===== config.mk =====
export PLATFORM = sky130hd
export DESIGN_NAME = bms_slave
export DESIGN_NICKNAME = d
export VERILOG_FILES = /design/src/bms_pkg.sv /design/src/bms_slave.sv /design/src/bms_msg_queue.sv /design/src/bms_irq_gate.sv
export SDC_FILE = /design/constraint.sdc
export NUM_CORES = 1
export LEC_CHECK = 0
export BUFFER_PORTS_ARGS = -buffer_cell sky130_fd_sc_hd__clkbuf_2
export CAP_MARGIN = 25
export CORE_ASPECT_RATIO = 1.1
export CORE_MARGIN = 2
export CORE_UTILIZATION = 59
export DETAILED_ROUTE_END_ITERATION = 12
export PLACE_DENSITY = 0.84
export SLEW_MARGIN = 30
export SYNTH_ARGS = -nofsm -noshare
export SYNTH_HDL_FRONTEND = slang
export SYNTH_SLANG_ARGS = --single-unit

===== constraint.sdc =====
create_clock -name clk -period 11.7 [get_ports clk]
set_input_delay 0.585 -clock clk [delete_from_list [all_inputs] [get_ports clk]]
set_output_delay 0.585 -clock clk [all_outputs]
set_load 0.03 [all_outputs]

===== src/bms_pkg.sv =====
// Constants for the message broadcast receive slave
package bms_pkg;

   // Local register byte addresses
   localparam logic [31:0] ADDR_CONTROL      = 32'hFFD0_0338;
   localparam logic [31:0] ADDR_AREA         = 32'hFFD0_033C;
   localparam logic [31:0] ADDR_ICR_CH0_MSG  = 32'hFFD0_0248;
   localparam logic [31:0] ADDR_ICR_CH0_REF  = 32'hFFD0_0240;
   localparam logic [31:0] ADDR_ICR_CH1_MSG  = 32'hFFD0_024C;
   localparam logic [31:0] ADDR_ICR_CH1_REF  = 32'hFFD0_0244;
   localparam logic [31:0] ADDR_ISR_CH0_MSG  = 32'hFFD0_04E0;
   localparam logic [31:0] ADDR_ISR_CH0_REF  = 32'hFFD0_04B8;
   localparam logic [31:0] ADDR_ISR_CH1_MSG  = 32'hFFD0_04E4;
   localparam logic [31:0] ADDR_ISR_CH1_REF  = 32'hFFD0_04BC;
   localparam logic [31:0] ADDR_READOUT_CH0  = 32'hFFDC_0000;
   localparam logic [31:0] ADDR_READOUT_CH1  = 32'hFFDC_0004;

   // Interrupt source index: ch0 message, ch0 refused, ch1 message, ch1 refused
   localparam int          NUM_SRC           = 4;
   localparam logic [31:0] ADDR_ICR [NUM_SRC] = '{ADDR_ICR_CH0_MSG, ADDR_ICR_CH0_REF,
                                                 ADDR_ICR_CH1_MSG, ADDR_ICR_CH1_REF};
   // Daisy chain order, first entry wins a tie: ch1 message ahead of ch0 message
   localparam logic [1:0]  IRQ_RANK [NUM_SRC] = '{2'h2, 2'h0, 2'h3, 2'h1};

   // Control register fields
   localparam int          CTL_SLOT_LSB      = 0;
   localparam int          CTL_SLOT_MSB      = 4;
   localparam int          CTL_CH0_EN_BIT    = 5;
   localparam int          CTL_CH1_EN_BIT    = 6;
   localparam int          CTL_USER_BIT      = 7;
   localparam logic [4:0]  SLOT_FIRST        = 5'h01;
   localparam logic [4:0]  SLOT_LAST         = 5'h15;

   // Area register compares against these address lines
   localparam int          AREA_ADDR_MSB     = 31;
   localparam int          AREA_ADDR_LSB     = 24;

   // Interrupt control fields
   localparam int          ICR_EN_BIT        = 3;
   localparam int          ICR_LVL_MSB       = 2;
   localparam int          ICR_LVL_LSB       = 0;
   localparam int          ICR_W             = 4;

   // Status bit, active low
   localparam int          ISR_STATUS_BIT    = 7;

   // Reset values
   localparam logic [7:0]  RST_CONTROL       = 8'h00;
   localparam logic [7:0]  RST_AREA          = 8'h00;
   localparam logic [3:0]  RST_ICR           = 4'h0;

   // Broadcast address modifiers
   localparam logic [5:0]  AM_EXT_SUPER      = 6'h0D;
   localparam logic [5:0]  AM_EXT_USER       = 6'h09;

   // Slot n is addressed by address line n + SLOT_ADDR_BASE; channel by one line
   localparam logic [5:0]  SLOT_ADDR_BASE    = 6'h02;
   localparam int          CHAN_ADDR_BIT     = 2;

   // Message storage
   localparam int          MSG_W             = 8;
   localparam int          CH0_DEPTH         = 8;
   localparam int          CH1_DEPTH         = 1;

endpackage : bms_pkg


===== src/bms_slave.sv =====
// Message broadcast receive slave: area decode, two channels, local registers
//
// Operation
// The control register holds the board slot code in bits 4..0, codes 01h to 15h for slots 1 to 21.
// A bus access is inside the broadcast area only when A31..A24 equal the area register.
// Area register bit 7 is compared with A31 down to bit 0 with A24.
// There are four interrupt control registers: ch0 message, ch0 refused, ch1 message, ch1 refused.
// Bit 3 of each interrupt control register enables its interrupt channel.
// Bits 2..0 of each interrupt control register pick level 1 to 7, with 000 disabling it.
// Each message status register reads bit 7 low while that message interrupt is pending.
// A message interrupt drops once that channel's storage is empty.
// Each refused status register reads bit 7 low while pending and any write to it clears it.
// Each readout register is read-only and gives the message byte on bits 7..0, upper bits zero.
// Each channel has its own readout register returning only its own messages.
// Channel 0 queues eight bytes; channel 1 holds one byte and refuses more until it is read.
// Reading a readout register while its storage is empty ends with a bus error.
// A broadcast to a channel whose storage is full is refused and raises its refused interrupt.
// Control bits 5 and 6 enable channels 0 and 1; bit 7 admits modifier 09h besides 0Dh.
// Each successful readout removes the oldest message, so messages leave in arrival order.
`timescale 1ns/1ns
module bms_slave #(
   parameter int CH0_DEPTH = bms_pkg::CH0_DEPTH,
   parameter int CH1_DEPTH = bms_pkg::CH1_DEPTH
) (
   // Clock and reset
   input  wire logic        clk,
   input  wire logic        rst_n,
   // Local CPU register access
   input  wire logic        cpu_req,
   input  wire logic        cpu_wr,
   input  wire logic [31:0] cpu_addr,
   input  wire logic [31:0] cpu_wdata,
   output logic [31:0]      cpu_rdata_r,
   output logic             cpu_ack_r,
   output logic             cpu_berr_r,
   // Broadcast cycles from the system bus
   input  wire logic        vme_req,
   input  wire logic        vme_wr,
   input  wire logic [31:0] vme_addr,
   input  wire logic [5:0]  vme_am,
   input  wire logic [7:0]  vme_data,
   output logic             vme_ack_r,
   output logic             vme_refused_r,
   // Interrupt request to the local CPU
   output logic [2:0]       irq_level_r,
   output logic [1:0]       irq_source_r
);
   localparam int MW = bms_pkg::MSG_W;

   // Register state
   logic [7:0]           control_r;
   logic [7:0]           area_r;
   logic [3:0]           icr_r [bms_pkg::NUM_SRC];
   logic [1:0]           refused_r;

   // Control fields
   logic [4:0]           board_slot_number;
   logic                 channel0_enable;
   logic                 channel1_enable;
   logic                 allow_nonprivileged_access;

   // Broadcast decode
   logic [7:0]           area_match_bits;
   logic                 area_hit;
   logic                 am_ok;
   logic                 slot_valid;
   logic [5:0]           slot_line;
   logic                 slot_hit;
   logic                 chan_sel;
   logic                 chan_on;
   logic                 bcast;
   logic                 bcast_ch0;
   logic                 bcast_ch1;
   logic                 push0;
   logic                 push1;
   logic                 refuse0;
   logic                 refuse1;

   // Queues
   logic                 full0;
   logic                 full1;
   logic                 empty0;
   logic                 empty1;
   logic [MW-1:0]        head0;
   logic [MW-1:0]        head1;

   // Local decode
   logic                 hit_control;
   logic                 hit_area;
   logic [3:0]           hit_icr;
   logic                 hit_isr_msg0;
   logic                 hit_isr_ref0;
   logic                 hit_isr_msg1;
   logic                 hit_isr_ref1;
   logic                 hit_rd0;
   logic                 hit_rd1;
   logic                 hit_any;
   logic                 cpu_read;
   logic                 cpu_write;
   logic                 pop0;
   logic                 pop1;
   logic                 bad_access;
   logic                 ack_nxt;
   logic                 berr_nxt;
   logic [31:0]          rdata_nxt;
   logic [31:0]          icr_rdata;
   logic [1:0]           refused_clr;
   logic [1:0]           refused_nxt;

   // Interrupt selection
   logic [3:0]           src_pending;
   logic [2:0]           src_level [bms_pkg::NUM_SRC];
   logic [2:0]           level_nxt;
   logic [1:0]           source_nxt;

   // Control field split
   assign board_slot_number          = control_r[bms_pkg::CTL_SLOT_MSB:bms_pkg::CTL_SLOT_LSB];
   assign channel0_enable            = control_r[bms_pkg::CTL_CH0_EN_BIT];
   assign channel1_enable            = control_r[bms_pkg::CTL_CH1_EN_BIT];
   assign allow_nonprivileged_access = control_r[bms_pkg::CTL_USER_BIT];

   // Area compare, bit 7 against A31 down to bit 0 against A24
   assign area_match_bits = area_r;
   assign area_hit = (vme_addr[bms_pkg::AREA_ADDR_MSB:bms_pkg::AREA_ADDR_LSB] == area_match_bits);

   assign am_ok = (vme_am == bms_pkg::AM_EXT_SUPER) ||
                  (allow_nonprivileged_access && (vme_am == bms_pkg::AM_EXT_USER));

   // Unprogrammed or out-of-range slot code never answers
   assign slot_valid = (board_slot_number >= bms_pkg::SLOT_FIRST) &&
                       (board_slot_number <= bms_pkg::SLOT_LAST);
   assign slot_line  = 6'(board_slot_number) + bms_pkg::SLOT_ADDR_BASE;
   assign slot_hit   = slot_valid && vme_addr[slot_line[4:0]];

   assign chan_sel = vme_addr[bms_pkg::CHAN_ADDR_BIT];
   assign chan_on  = chan_sel ? channel1_enable : channel0_enable;

   // Reads in the area are not part of the protocol and get no answer
   assign bcast     = vme_req && vme_wr && area_hit && am_ok && slot_hit && chan_on;
   assign bcast_ch0 = bcast && !chan_sel;
   assign bcast_ch1 = bcast && chan_sel;
   assign push0     = bcast_ch0 && !full0;
   assign push1     = bcast_ch1 && !full1;
   assign refuse0   = bcast_ch0 && full0;
   assign refuse1   = bcast_ch1 && full1;

   // Channel 0 queue of eight, channel 1 single latch
   bms_msg_queue #(
      .WIDTH (MW),
      .DEPTH (CH0_DEPTH)
   ) u_queue_ch0 (
      .clk       (clk),
      .rst_n     (rst_n),
      .push      (push0),
      .push_data (vme_data),
      .full      (full0),
      .pop       (pop0),
      .head_data (head0),
      .empty     (empty0)
   );

   bms_msg_queue #(
      .WIDTH (MW),
      .DEPTH (CH1_DEPTH)
   ) u_queue_ch1 (
      .clk       (clk),
      .rst_n     (rst_n),
      .push      (push1),
      .push_data (vme_data),
      .full      (full1),
      .pop       (pop1),
      .head_data (head1),
      .empty     (empty1)
   );

   // Local address decode
   assign hit_control  = (cpu_addr == bms_pkg::ADDR_CONTROL);
   assign hit_area     = (cpu_addr == bms_pkg::ADDR_AREA);
   assign hit_isr_msg0 = (cpu_addr == bms_pkg::ADDR_ISR_CH0_MSG);
   assign hit_isr_ref0 = (cpu_addr == bms_pkg::ADDR_ISR_CH0_REF);
   assign hit_isr_msg1 = (cpu_addr == bms_pkg::ADDR_ISR_CH1_MSG);
   assign hit_isr_ref1 = (cpu_addr == bms_pkg::ADDR_ISR_CH1_REF);
   assign hit_rd0      = (cpu_addr == bms_pkg::ADDR_READOUT_CH0);
   assign hit_rd1      = (cpu_addr == bms_pkg::ADDR_READOUT_CH1);

   genvar gi;
   generate
      for (gi = 0; gi < bms_pkg::NUM_SRC; gi++) begin : g_icr
         assign hit_icr[gi] = (cpu_addr == bms_pkg::ADDR_ICR[gi]);

         always_ff @(posedge clk or negedge rst_n) begin
            if (!rst_n) begin
               icr_r[gi] <= bms_pkg::RST_ICR;
            end else if (cpu_write && hit_icr[gi]) begin
               icr_r[gi] <= cpu_wdata[bms_pkg::ICR_W-1:0];
            end
         end

         bms_irq_gate u_gate (
            .pending (src_pending[gi]),
            .icr     (icr_r[gi]),
            .level   (src_level[gi])
         );
      end
   endgenerate

   assign hit_any   = hit_control || hit_area || (|hit_icr) || hit_isr_msg0 || hit_isr_ref0 ||
                      hit_isr_msg1 || hit_isr_ref1 || hit_rd0 || hit_rd1;
   assign cpu_read  = cpu_req && !cpu_wr;
   assign cpu_write = cpu_req && cpu_wr;

   // Each successful readout drains the oldest entry
   assign pop0 = cpu_read && hit_rd0 && !empty0;
   assign pop1 = cpu_read && hit_rd1 && !empty1;

   // Empty readout or a write to a readout register is a bus error; so is an unmapped address
   assign bad_access = (cpu_read && hit_rd0 && empty0) || (cpu_read && hit_rd1 && empty1) ||
                       (cpu_write && (hit_rd0 || hit_rd1));
   assign ack_nxt    = cpu_req && hit_any && !bad_access;
   assign berr_nxt   = cpu_req && (!hit_any || bad_access);

   // Read data selection; unused bits read as zero
   assign icr_rdata = ({32{hit_icr[0]}} & {28'h000_0000, icr_r[0]}) |
                      ({32{hit_icr[1]}} & {28'h000_0000, icr_r[1]}) |
                      ({32{hit_icr[2]}} & {28'h000_0000, icr_r[2]}) |
                      ({32{hit_icr[3]}} & {28'h000_0000, icr_r[3]});

   assign rdata_nxt = ({32{hit_control}}  & {24'h00_0000, control_r}) |
                      ({32{hit_area}}     & {24'h00_0000, area_r}) |
                      icr_rdata |
                      ({32{hit_isr_msg0}} & {24'h00_0000, empty0, 7'h00}) |
                      ({32{hit_isr_msg1}} & {24'h00_0000, empty1, 7'h00}) |
                      ({32{hit_isr_ref0}} & {24'h00_0000, !refused_r[0], 7'h00}) |
                      ({32{hit_isr_ref1}} & {24'h00_0000, !refused_r[1], 7'h00}) |
                      ({32{hit_rd0 && !empty0}} & {24'h00_0000, head0}) |
                      ({32{hit_rd1 && !empty1}} & {24'h00_0000, head1});

   // Refused flags: a refusal in the clearing cycle still sets the flag
   assign refused_clr = {cpu_write && hit_isr_ref1, cpu_write && hit_isr_ref0};
   assign refused_nxt = {refuse1, refuse0} | (refused_r & ~refused_clr);

   always_ff @(posedge clk or negedge rst_n) begin
      if (!rst_n) begin
         control_r <= bms_pkg::RST_CONTROL;
         area_r    <= bms_pkg::RST_AREA;
      end else begin
         if (cpu_write && hit_control) control_r <= cpu_wdata[7:0];
         if (cpu_write && hit_area)    area_r    <= cpu_wdata[7:0];
      end
   end

   always_ff @(posedge clk or negedge rst_n) begin
      if (!rst_n) begin
         refused_r <= 2'h0;
      end else begin
         refused_r <= refused_nxt;
      end
   end

   // Local answer, one cycle after the request
   always_ff @(posedge clk or negedge rst_n) begin
      if (!rst_n) begin
         cpu_rdata_r <= 32'h0000_0000;
         cpu_ack_r   <= 1'b0;
         cpu_berr_r  <= 1'b0;
      end else begin
         cpu_rdata_r <= (cpu_read && ack_nxt) ? rdata_nxt : 32'h0000_0000;
         cpu_ack_r   <= ack_nxt;
         cpu_berr_r  <= berr_nxt;
      end
   end

   // Broadcast answer, one cycle after the request
   always_ff @(posedge clk or negedge rst_n) begin
      if (!rst_n) begin
         vme_ack_r     <= 1'b0;
         vme_refused_r <= 1'b0;
      end else begin
         vme_ack_r     <= push0 || push1;
         vme_refused_r <= refuse0 || refuse1;
      end
   end

   // Message pending while storage holds data
   assign src_pending = {refused_r[1], !empty1, refused_r[0], !empty0};

   // Highest level wins; at equal level the earlier chain position wins
   always_comb begin
      level_nxt  = 3'h0;
      source_nxt = 2'h0;
      for (int k = bms_pkg::NUM_SRC - 1; k >= 0; k--) begin
         if ((src_level[bms_pkg::IRQ_RANK[k]] != 3'h0) &&
             (src_level[bms_pkg::IRQ_RANK[k]] >= level_nxt)) begin
            level_nxt  = src_level[bms_pkg::IRQ_RANK[k]];
            source_nxt = bms_pkg::IRQ_RANK[k];
         end
      end
   end

   always_ff @(posedge clk or negedge rst_n) begin
      if (!rst_n) begin
         irq_level_r  <= 3'h0;
         irq_source_r <= 2'h0;
      end else begin
         irq_level_r  <= level_nxt;
         irq_source_r <= source_nxt;
      end
   end

endmodule : bms_slave


===== src/bms_msg_queue.sv =====
// Message queue for one broadcast channel, flip-flop storage
`timescale 1ns/1ns
module bms_msg_queue #(
   parameter int WIDTH = 8,
   parameter int DEPTH = 8
) (
   // Clock and reset
   input  wire logic             clk,
   input  wire logic             rst_n,
   // Fill side
   input  wire logic             push,
   input  wire logic [WIDTH-1:0] push_data,
   output logic                  full,
   // Drain side
   input  wire logic             pop,
   output logic [WIDTH-1:0]      head_data,
   output logic                  empty
);
   localparam int AW = (DEPTH > 1) ? $clog2(DEPTH) : 1;
   localparam int CW = $clog2(DEPTH + 1);
   localparam logic [AW-1:0] LAST = AW'(DEPTH - 1);
   localparam logic [CW-1:0] FULL_COUNT = CW'(DEPTH);

   logic [WIDTH-1:0] store_r [DEPTH];
   logic [AW-1:0]    wr_ptr_r;
   logic [AW-1:0]    rd_ptr_r;
   logic [CW-1:0]    count_r;
   logic             do_push;
   logic             do_pop;

   // Push into a full queue is dropped; the caller refuses it
   assign do_push   = push && (count_r != FULL_COUNT);
   assign do_pop    = pop && (count_r != '0);
   assign full      = (count_r == FULL_COUNT);
   assign empty     = (count_r == '0);
   assign head_data = store_r[rd_ptr_r];

   always_ff @(posedge clk or negedge rst_n) begin
      if (!rst_n) begin
         wr_ptr_r <= '0;
         rd_ptr_r <= '0;
         count_r  <= '0;
      end else begin
         if (do_push) wr_ptr_r <= (wr_ptr_r == LAST) ? '0 : wr_ptr_r + AW'(1);
         if (do_pop)  rd_ptr_r <= (rd_ptr_r == LAST) ? '0 : rd_ptr_r + AW'(1);
         count_r <= count_r + CW'(do_push) - CW'(do_pop);
      end
   end

   always_ff @(posedge clk) begin
      if (do_push) store_r[wr_ptr_r] <= push_data;
   end

endmodule : bms_msg_queue


===== src/bms_irq_gate.sv =====
// One interrupt channel: enable and level gating of a pending condition
`timescale 1ns/1ns
module bms_irq_gate (
   // Condition and its control register
   input  wire logic       pending,
   input  wire logic [3:0] icr,
   // Requested level, zero when silent
   output logic [2:0]      level
);
   logic enabled;

   assign enabled = icr[bms_pkg::ICR_EN_BIT];
   // Level code zero also silences the channel
   assign level   = (pending && enabled) ? icr[bms_pkg::ICR_LVL_MSB:bms_pkg::ICR_LVL_LSB] : 3'h0;

endmodule : bms_irq_gate


# Word-level counts from Yosys, hierarchy flattened
# Memory sizes are Yosys's and may differ from the RTL's.
# Index checks and enable logic that the tools add are counted.
[classes]
addsub = 7
magnitude_cmp = 7
n_eq_ne = 19
mux = 22
n_bitwise = 27
n_reduce_logical = 80
[op_table]
columns = ["op", "count"]
rows = [
  ["$eq A32 B32 Y1 const B", 12],
  ["$or A32 B32 Y32", 11],
  ["$and A32 B8 Y32", 8],
  ["$and A32 B4 Y32", 4],
  ["$logic_and A1 B1 Y1", 49],
  ["$mux W32", 1],
  ["$mux W3", 10],
  ["$logic_or A1 B1 Y1", 15],
  ["$eq A6 B4 Y1 const B", 2],
  ["$reduce_bool A3 Y1", 4],
  ["$ge A3 B3 Y1", 3],
  ["$logic_not A1 Y1", 9],
  ["$eq A8 B8 Y1", 1],
  ["$mux W1", 7],
  ["$add A3 B1 Y3 const B", 2],
  ["$eq A3 B3 Y1 const B", 2],
  ["$lt A5 B6 Y1 const B", 1],
  ["$mux W2", 3],
  ["$add A5 B2 Y5 const B", 1],
  ["$bmux W1 S5", 1],
  ["$ge A5 B1 Y1 const B", 1],
  ["$le A5 B5 Y1 const B", 1],
  ["$add A4 B1 Y4", 1],
  ["$eq A4 B4 Y1 const B", 1],
  ["other kinds (12)", 12],
]
[totals]
reg_bits = 86
mem_bits_rw = 72
in_bits = 116
output_inout_bits = 41
word_cells = 182
n_memories = 2
[memory_table]
columns = ["memory", "words", "word_bits", "read_ports", "rd_clocked_by_memory_dff", "write_ports", "line", "rtl"]
rows = [
  ["u_queue_ch0.store_r", 8, 8, 1, 0, 1, "bms_msg_queue.sv:24", "logic [WIDTH-1:0] store_r [DEPTH];"],
  ["u_queue_ch1.store_r", 1, 8, 1, 0, 1, "bms_msg_queue.sv:24", ""],
]

# Logic depth before layout (Yosys ltp)
# Gate-level depths: netlist of run 1.
[depth]
depth_word = 14
depth_mapped = 20
ltp_nobuf = 20

# Hierarchy
# From an unflattened synthesis of run 1, not the netlist that was laid out.
[unflattened]
cells_unflattened = 497
hier_area_um2 = 7055.5
[modules_own_cells]
columns = ["mod", "instances", "cells_each", "area_per_inst_um2"]
rows = [
  ["bms_slave", 1, 321, 3590.9],
  ["bms_msg_queue (u_queue_ch0)", 1, 152, 3104.2],
  ["bms_msg_queue (u_queue_ch1)", 1, 12, 285.3],
  ["bms_irq_gate", 4, 3, 18.8],
]

# Worst setup path before layout of run 1
# OpenSTA, ideal clock, no wires.
[synth_timing]
kind = "flip-flop to flip-flop"
start = "reg refused_r[1]"
end = "reg irq_level_r[1]"
setup_ns = 0.101
arrival_ns = 3.814
path_slack_ns = 7.786
stages_incl_launch_ff = 19
n_path_buf = 0
path_cell_list = "dfrtp_1 and3_1 ha_1 nand2_1 o21ai_0 o21ai_0 mux2i_1 ha_1 nand2b_1 a21oi_1 nor2b_1 a32oi_1 a21oi_1 or2_2 ha_1 a21o_1 a21oi_1 a21oi_1 o32ai_1"
[synth_between]
elab_chain_cells = 11
elab_cells_between_ends = 12
cone_classes = "3 x order compare; 4 x mux; 5 x reduce/logical"
[synth_lines]
columns = ["element", "line", "rtl"]
rows = [
  ["from (decl)", "bms_slave.sv:54", "logic [1:0] refused_r;"],
  ["from (signal assigned)", "bms_slave.sv:256", "refused_r <= refused_nxt;"],
  ["$logic_and A1 B1 Y1 (*)", "bms_irq_gate.sv:14", "assign level = (pending && enabled) ? icr[bms_pkg::ICR_LVL_MSB:bms_pkg::ICR_LVL_LSB] : 3'h0;"],
  ["$mux W3 (*)", "bms_irq_gate.sv:14", ""],
  ["$ge A3 B3 Y1 or $reduce_bool A3 Y1 (tied branches)", "bms_slave.sv:293, bms_slave.sv:292", ""],
  ["$logic_and A1 B1 Y1", "bms_slave.sv:292", "if ((src_level[bms_pkg::IRQ_RANK[k]] != 3'h0) &&"],
  ["$mux W3 (*)", "bms_slave.sv:292", ""],
  ["$ge A3 B3 Y1", "bms_slave.sv:293", "(src_level[bms_pkg::IRQ_RANK[k]] >= level_nxt)) begin"],
  ["$logic_and A1 B1 Y1", "bms_slave.sv:292", ""],
  ["$mux W3 (*)", "bms_slave.sv:292", ""],
  ["$ge A3 B3 Y1", "bms_slave.sv:293", ""],
  ["$logic_and A1 B1 Y1", "bms_slave.sv:292", ""],
  ["$mux W3 (*)", "bms_slave.sv:292", ""],
  ["named net level_nxt[1]", "bms_slave.sv:113", "logic [2:0] level_nxt;"],
  ["to (signal assigned)", "bms_slave.sv:305", "irq_level_r <= level_nxt;"],
  ["to (decl)", "bms_slave.sv:45", "output logic [2:0] irq_level_r,"],
]
# Mark *: on every way through the listed nets, which the timed path passes. The rest lies on a longest branch.
# A chain may end at the register's enable or synchronous reset.

# Final worst setup path of run 1
# Ends and elaborated chain as after synthesis.

==> run metrics, run 1 <==
count of max-cap constraint violations 0; worst-skew pair later-pin latency 0.42 ns; Main synth FF type edfxtp_1; Bufs and invs on worst path 1; area delta synth->final 17.8%; sequential area share after synthesis 54.0%; initial core utilization 60.1%; synth warn 0; CTS-repair resized insts 0; GRT overflow 0; ANT nets after route 0; Critical-path top delay cell dfrtp_1; gr usage total 26.2%; antenna violations before repair 0; RSZ-0062 raised after global routing no; Post-synth ARST share 46.3%; IO Port Bufs 108; Crit path max-delay family compound AO/OA/AOI/OAI gates; Max-slew headroom 38.6%; Initial DRC Count 332; maximum vdd drop 0.179 mV; max incr delay on CP 0.43 ns; area of the core 11400 µm²; vias in the first global route 4771; Pint 818 µW; post-synth top area share 31.5%; Comb pwr share 4.7%; final total negative setup slack 0 ns; crit path DAT 4.81 ns; final WL 15.5 mm; critical path class reg2reg; worst-path fanout max 5; Synth Register Bits 134; GPL Wtd Cong 0.861; LEAKAGE 0.00346 µW; Post-synth EDFFs 72; switching power 253 µW; Critical Path End Type flop; drc violations 0; TritonCTS buffer count 17; Critical Path RT 12.02 ns; skew final 0.00652 ns; clk slew on worst S/H paths 0.06 ns; period utilization 38.4%; DR vias 4758; H-Tree Depth 4; Net Sw Frac 23.6%; cts hold-fix bufs 0; Reg power frac 46.5%; cell count after placement 748; status finished clean; share of cells above drive strength 1 38.3%; fmax 222 MHz; worst hold-check path type in2async; DR pass1 iterations 10; ranking of synthesized cells by area edfxtp_1 31%, dfrtp_1 23%, mux2_2 8.4%, mux4_2 8.2%, ha_1 3.8%; first-pass GRT wire length 24.5 mm; nets@finish 755; post-detail-place hpwl 11.1 mm; min Tclk post-route 4.50 ns; drt wl/cell 19.9 µm; Mapped Area 6870 µm²; CP Launch Type flop; Yosys cell types 68; P per Cell Area 132 nW/µm²; # clock sinks 134; final hold violation count 0; Die H 117 µm; Cells after Synth 496; Core Util, Final 70.8%; CP Cell Sequence and3_1 > ha_1 > nand2_1 > o21ai_0 > o21ai_0 > mux2i_1 > inv_1 > ha_1 > a21oi_1 > nor2b_1 > o2111ai_1 > a21boi_0 > nor2_1 > ha_1 > nand2b_1 > a21o_1 > a21oi_1 > a21oi_1 > o32ai_1; chip width 107 µm; Post-Syn Area per Cell 13.9 µm²; Post-Layout Cell Count 780; CTS tree yes; Inserted Diodes 0; Placed Area 7510 µm²; Post-CTS Setup Repair Bufs 0; # rows 41; Design Area, Final 8100 µm²; worst slew pin tran 0.914 ns; worst-case clock buffer depth 2; max-slew violations 0; pin count of the biggest net entering global routing 63; cell taking the most area after synthesis edfxtp_1; die area 12500 µm²; vias per inst 6.10; Clock power frac 48.8%; # IOs 157; clk root buf clkbuf_16; endpoints failing setup 0
-- registers in the layout (all words and copies together) (netlist names), 3 cells and up --
| signal | count |
|---|---|
| u_queue_ch0.rd_ptr_r | 3 |
| u_queue_ch1.store_r | 8 |
| control_r | 8 |
| cpu_rdata_r | 8 |
| u_queue_ch0.count_r | 4 |
| icr_r | 16 |
| area_match_bits | 8 |
| u_queue_ch0.wr_ptr_r | 3 |
| u_queue_ch0.store_r | 64 |
| irq_level_r | 3 |
-- Yosys cell counts (all sizes together) (8+ instances only) --
| library cell | number |
|---|---|
| nor2 | 17 |
| mux4 | 26 |
| o21ai | 9 |
| nor3 | 13 |
| nand2 | 26 |
| a21oi | 11 |
| inv | 18 |
| mux2 | 51 |
| ha | 21 |
| dfrtp | 62 |
| xor2 | 8 |
| buf | 27 |
| edfxtp | 72 |
| nand3 | 19 |
| a22oi | 10 |
-- layer usage --
layer / share of wire, % / global-route usage [%]
met5: 0 / 0
met4: 4.0 / 15.4
met3: 6.8 / 5.70
met2: 52 / 45.4
met1: 37 / 30.4
-- final timing paths --
path / startpoint / cells after the start / slack [ns] / endpoint
setup / recovery: refused_r[1]$_DFF_PN0_ / 19 / 7.20 / irq_level_r[1]$_DFF_PN0_
hold / removal: rst_n / 2 / 0.33 / icr_r[3]$_DFFE_PN0P_
setup reg to reg: refused_r[1]$_DFF_PN0_ / 19 / 7.20 / irq_level_r[1]$_DFF_PN0_
hold reg to reg: u_queue_ch1.store_r[0][4]$_DFFE_PP_ / 2 / 0.53 / cpu_rdata_r[4]$_DFF_PN0_
max in group asynchronous: rst_n / 2 / 10.79 / u_queue_ch0.rd_ptr_r[0]$_DFFE_PN0P_
min in group clk: cpu_wdata[6] / 2 / 0.43 / area_match_bits[6]$_DFFE_PN0P_
-- stage by stage --
step / power (µW) / setup slack (ns) / hold slack, ns
2_1_floorplan: 534 / 7.79 / 0.289
3_3_place_gp: 556 / 7.42 / 0.516
3_5_place_dp: 557 / 7.31 / 0.519
4_1_cts: 1080 / 7.26 / 0.351
5_1_grt: 1100 / 6.85 / 0.398
6_report: 1070 / 7.20 / 0.326
-- cell families after synthesis --
kind of cell / synth area share (%)
XOR/XNOR: 1.40
AND/OR/NAND/NOR: 11.2
flip-flops: 54.0
adder cells (fa/ha/maj): 4.11
buffers and inverters: 4.22
other: 0.0546
multiplexers: 17.5
AO/OA/AOI/OAI: 7.52
-- cells in the final DEF (no fill, tap or decap), drive strengths merged, types with 5 or more instances in the layout --
master	synthesis	layout
clkbuf	7	126
edfxtp	72	72
dfrtp	62	62
mux2	51	51
inv	18	28
nand2	26	26
mux4	26	26
conb	1	24
ha	21	21
nand3	19	19
nor2	17	17
nor3	13	13
a21oi	11	11
a22oi	10	10
o21ai	9	9
xor2	8	8
a31oi	7	7
a222oi	7	7
nor4	7	7
nand4	6	6
nor2b	5	5
a21o	5	5
buf	27	5
or4	5	5
-- final cells by class --
type	instances	area, µm²
sequential	134	3710
tap	150	188
clock inverter	14	154
clock buffer	18	429
fill	762	3340
inverter	18	67.6
timing repair buffer	113	578
multi-input combinational	333	2970
-- power groups by stage --
stage,Clock [µW],Combinational [µW],Sequential (µW)
finish,523,50.3,498
global route,548,54.6,498
CTS,529,50.0,498
detailed placement,0,49.7,508
global placement,0,48.0,508
floorplan,0,26.2,508
No activity file was read; power rests on OpenSTA's default activity.
==> run 2, diff against run 1 <==
--- a/config.mk
+++ b/config.mk
@@ -9,9 +9,9 @@
 export CAP_MARGIN = 25
 export CORE_ASPECT_RATIO = 1.1
 export CORE_MARGIN = 2
-export CORE_UTILIZATION = 59
+export CORE_UTILIZATION = 49
 export DETAILED_ROUTE_END_ITERATION = 12
-export PLACE_DENSITY = 0.84
+export PLACE_DENSITY = 0.74
 export SLEW_MARGIN = 30
 export SYNTH_ARGS = -nofsm -noshare
 export SYNTH_HDL_FRONTEND = slang
==> constraint.sdc (replaced) <==
create_clock -name clk -period 4 [get_ports clk]
set_input_delay 0.2 -clock clk [delete_from_list [all_inputs] [get_ports clk]]
set_output_delay 0.2 -clock clk [all_outputs]
set_load 0.03 [all_outputs]
==> run metrics, run 2 (synthesis results as in run 1) <==
Critical Path RT 4.29 ns (was 12.02 ns); Critical Path End Type flop (unchanged); P per Cell Area 361 nW/µm² (was 132 nW/µm²); area of the core 13700 µm² (was 11400 µm²); most frequent cells in the layout 107 x clkbuf_2, 72 x edfxtp_1, 58 x dfrtp_1 (was 108 x clkbuf_2, 72 x edfxtp_1, 61 x dfrtp_1); die area 15000 µm² (was 12500 µm²); H-Tree Depth 4 (unchanged); min Tclk post-route 3.92 ns (was 4.50 ns); Largest Register u_queue_ch0.store_r (unchanged); initial core utilization 50.0% (was 60.1%); post-detail-place hpwl 11.9 mm (was 11.1 mm); GRT overflow 0 (unchanged); GPL Wtd Cong 0.941 (was 0.861); nets@finish 777 (was 755); CTS tree yes (unchanged); DR vias 4820 (was 4758); critical path class reg2reg (unchanged); IO Port Bufs 108 (unchanged); worst-case clock buffer depth 2 (unchanged); crit path DAT 4.21 ns (was 4.81 ns); ANT nets after route 0 (unchanged); clk slew on worst S/H paths 0.06 ns (about the same); # rows 45 (was 41); FF-to-FF setup slack 0.08 ns (was 7.20 ns); area delta synth->final 23.5% (was 17.8%); CP Cell Sequence buf_6 > nand3_2 > ha_4 > nor2b_1 > o21ai_2 > o21ai_2 > mux2i_1 > ha_1 > nand2b_4 > a21oi_4 > nor2b_4 > a32o_2 > nor3_2 > nor2_1 > ha_1 > nand2b_4 > a21o_1 > a21oi_2 > buf_4 > or2_4 > o31ai_2 (was and3_1 > ha_1 > nand2_1 > o21ai_0 > o21ai_0 > mux2i_1 > inv_1 > ha_1 > a21oi_1 > nor2b_1 > o2111ai_1 > a21boi_0 > nor2_1 > ha_1 > nand2b_1 > a21o_1 > a21oi_1 > a21oi_1 > o32ai_1); DR pass1 iterations 7 (was 10); HP Start cpu_wdata[4]; first-pass GRT wire length 25.6 mm (was 24.5 mm); Die H 128 µm (was 117 µm); Hold Slack 0.0353 ns (was 0.326 ns); TritonCTS buffer count 17 (unchanged); skew final 0.00841 ns (was 0.00652 ns); Largest register FFs 64 (unchanged); count of max-cap constraint violations 0 (unchanged); vias per inst 5.74 (was 6.10); worst-skew pair later-pin latency 0.42 ns (about the same); R2R Path End irq_level_r[0]$_DFF_PN0_ (was irq_level_r[1]$_DFF_PN0_); share of cells above drive strength 1 44.6% (was 38.3%); Core Util, Final 61.8% (was 70.8%); maximum vdd drop 0.342 mV (was 0.179 mV); antenna violations before repair 0 (unchanged); chip width 117 µm (was 107 µm); period utilization 97.9% (was 38.4%); pin count of the biggest net entering global routing 45 (was 63); hold endpoint area_match_bits[4]$_DFFE_PN0P_; worst-path fanout max 4 (was 5); Inserted Diodes 0 (unchanged); most common cell after layout, fill and taps aside clkbuf_2 (unchanged); Reg-to-Reg Start refused_r[1]$_DFF_PN0_ (unchanged); worst slew pin tran 0.900 ns (was 0.914 ns); final WL 16.2 mm (was 15.5 mm); # clock sinks 134 (unchanged); endpoints failing setup 0 (unchanged); status finished clean (unchanged); Max-slew headroom 40.0% (was 38.6%); top flop regs u_queue_ch0.store_r: 64 flops, icr_r: 16 flops (unchanged); LEAKAGE 0.00359 µW (was 0.00346 µW); Hold Path Depth 2; worst hold-check path type in2reg (was in2async); fmax 255 MHz (was 222 MHz); max incr delay on CP 0.40 ns (was 0.43 ns); drt wl/cell 19.3 µm (was 19.9 µm); drc violations 0 (unchanged); max-slew violations 0 (unchanged); CP Launch Type flop (unchanged); final hold violation count 0 (unchanged); # IOs 157 (unchanged); R2R depth 21 (was 19); Initial DRC Count 316 (was 332); Critical-path top delay cell dfrtp_1 (unchanged); vias in the first global route 5029 (was 4771); gr usage total 22.6% (was 26.2%); clk root buf clkbuf_16 (unchanged); FILL cells 1027 (was 762)
==> run 2: layer usage <==
metal	wire length, µm	up-vias	track usage, %
li1	-	2187	-
met1	6160	2448	26.2
met2	8940	141	39.5
met3	661	44	5.39
met4	456	0	10.0
met5	0	-	0
==> run 2: worst max-delay path, delay by kind of cell, from the launching register on <==
| family | cells | cell delay (ns) |
|---|---|---|
| mux | 1 | 0.27 |
| flops | 1 | 0.40 |
| fa+ha+maj | 3 | 0.80 |
| buf+inv | 2 | 0.30 |
| compound gates | 7 | 0.98 |
| simple gates | 8 | 1.03 |
==> run 2: where the power goes <==
part	total (µW)	leakage [µW]	switching, µW	internal [µW]
sequential	1460	0.00147	0.0994	1460
combinational	147	0.00185	95.8	50.9
clock	1460	0.000268	594	862
total	3060	0.00359	690	2370
==> run 2: worst max-delay path by stage <==
stage	from	end	slack [ns]	cells past startpoint
after detailed placement	refused_r[1]$_DFF_PN0_	irq_level_r[1]$_DFF_PN0_	-0.23	19
after global routing	refused_r[1]$_DFF_PN0_	irq_level_r[0]$_DFF_PN0_	-0.07	20
after CTS	refused_r[1]$_DFF_PN0_	irq_level_r[0]$_DFF_PN0_	0.01	19
final	refused_r[1]$_DFF_PN0_	irq_level_r[0]$_DFF_PN0_	0.08	21
after floorplan	refused_r[1]$_DFF_PN0_	irq_level_r[1]$_DFF_PN0_	0.09	18
after global placement	refused_r[1]$_DFF_PN0_	irq_level_r[1]$_DFF_PN0_	-0.001	19
==> run 2: cell type report <==
class / instances / area [µm²] / share of cell area, %
timing repair buffer: 135 / 752 / 8.86
inverter: 18 / 67.6 / 0.796
tap: 188 / 235 / 2.77
sequential: 134 / 3720 / 43.8
clock buffer: 19 / 433 / 5.10
multi-input combinational: 333 / 3150 / 37.1
clock inverter: 13 / 129 / 1.52
==> run 2: repair_timing <==
item / 4_1_cts / 5_1_grt
pin swaps: 2 / 13
hold endpoints to repair: 43 / 0
gates resized for setup: 7 / 36
hold buffers: 1 / 0
setup buffers: 5 / 4
setup endpoints to repair: 5 / 5
==> run 2: through the flow <==
stage                     cell area, µm²  total power (µW)  setup TNS, ns  cells  setup WS [ns]
after global placement              7640              1630       -0.00120    798       -0.00120
after floorplan                     6960              1560              0    519         0.0856
final                               8490              3060              0    840         0.0841
after CTS                           8280              3080              0    836         0.0114
after global routing                8490              3160         -0.102    840        -0.0705
after detailed placement            7640              1630         -0.802    798         -0.229
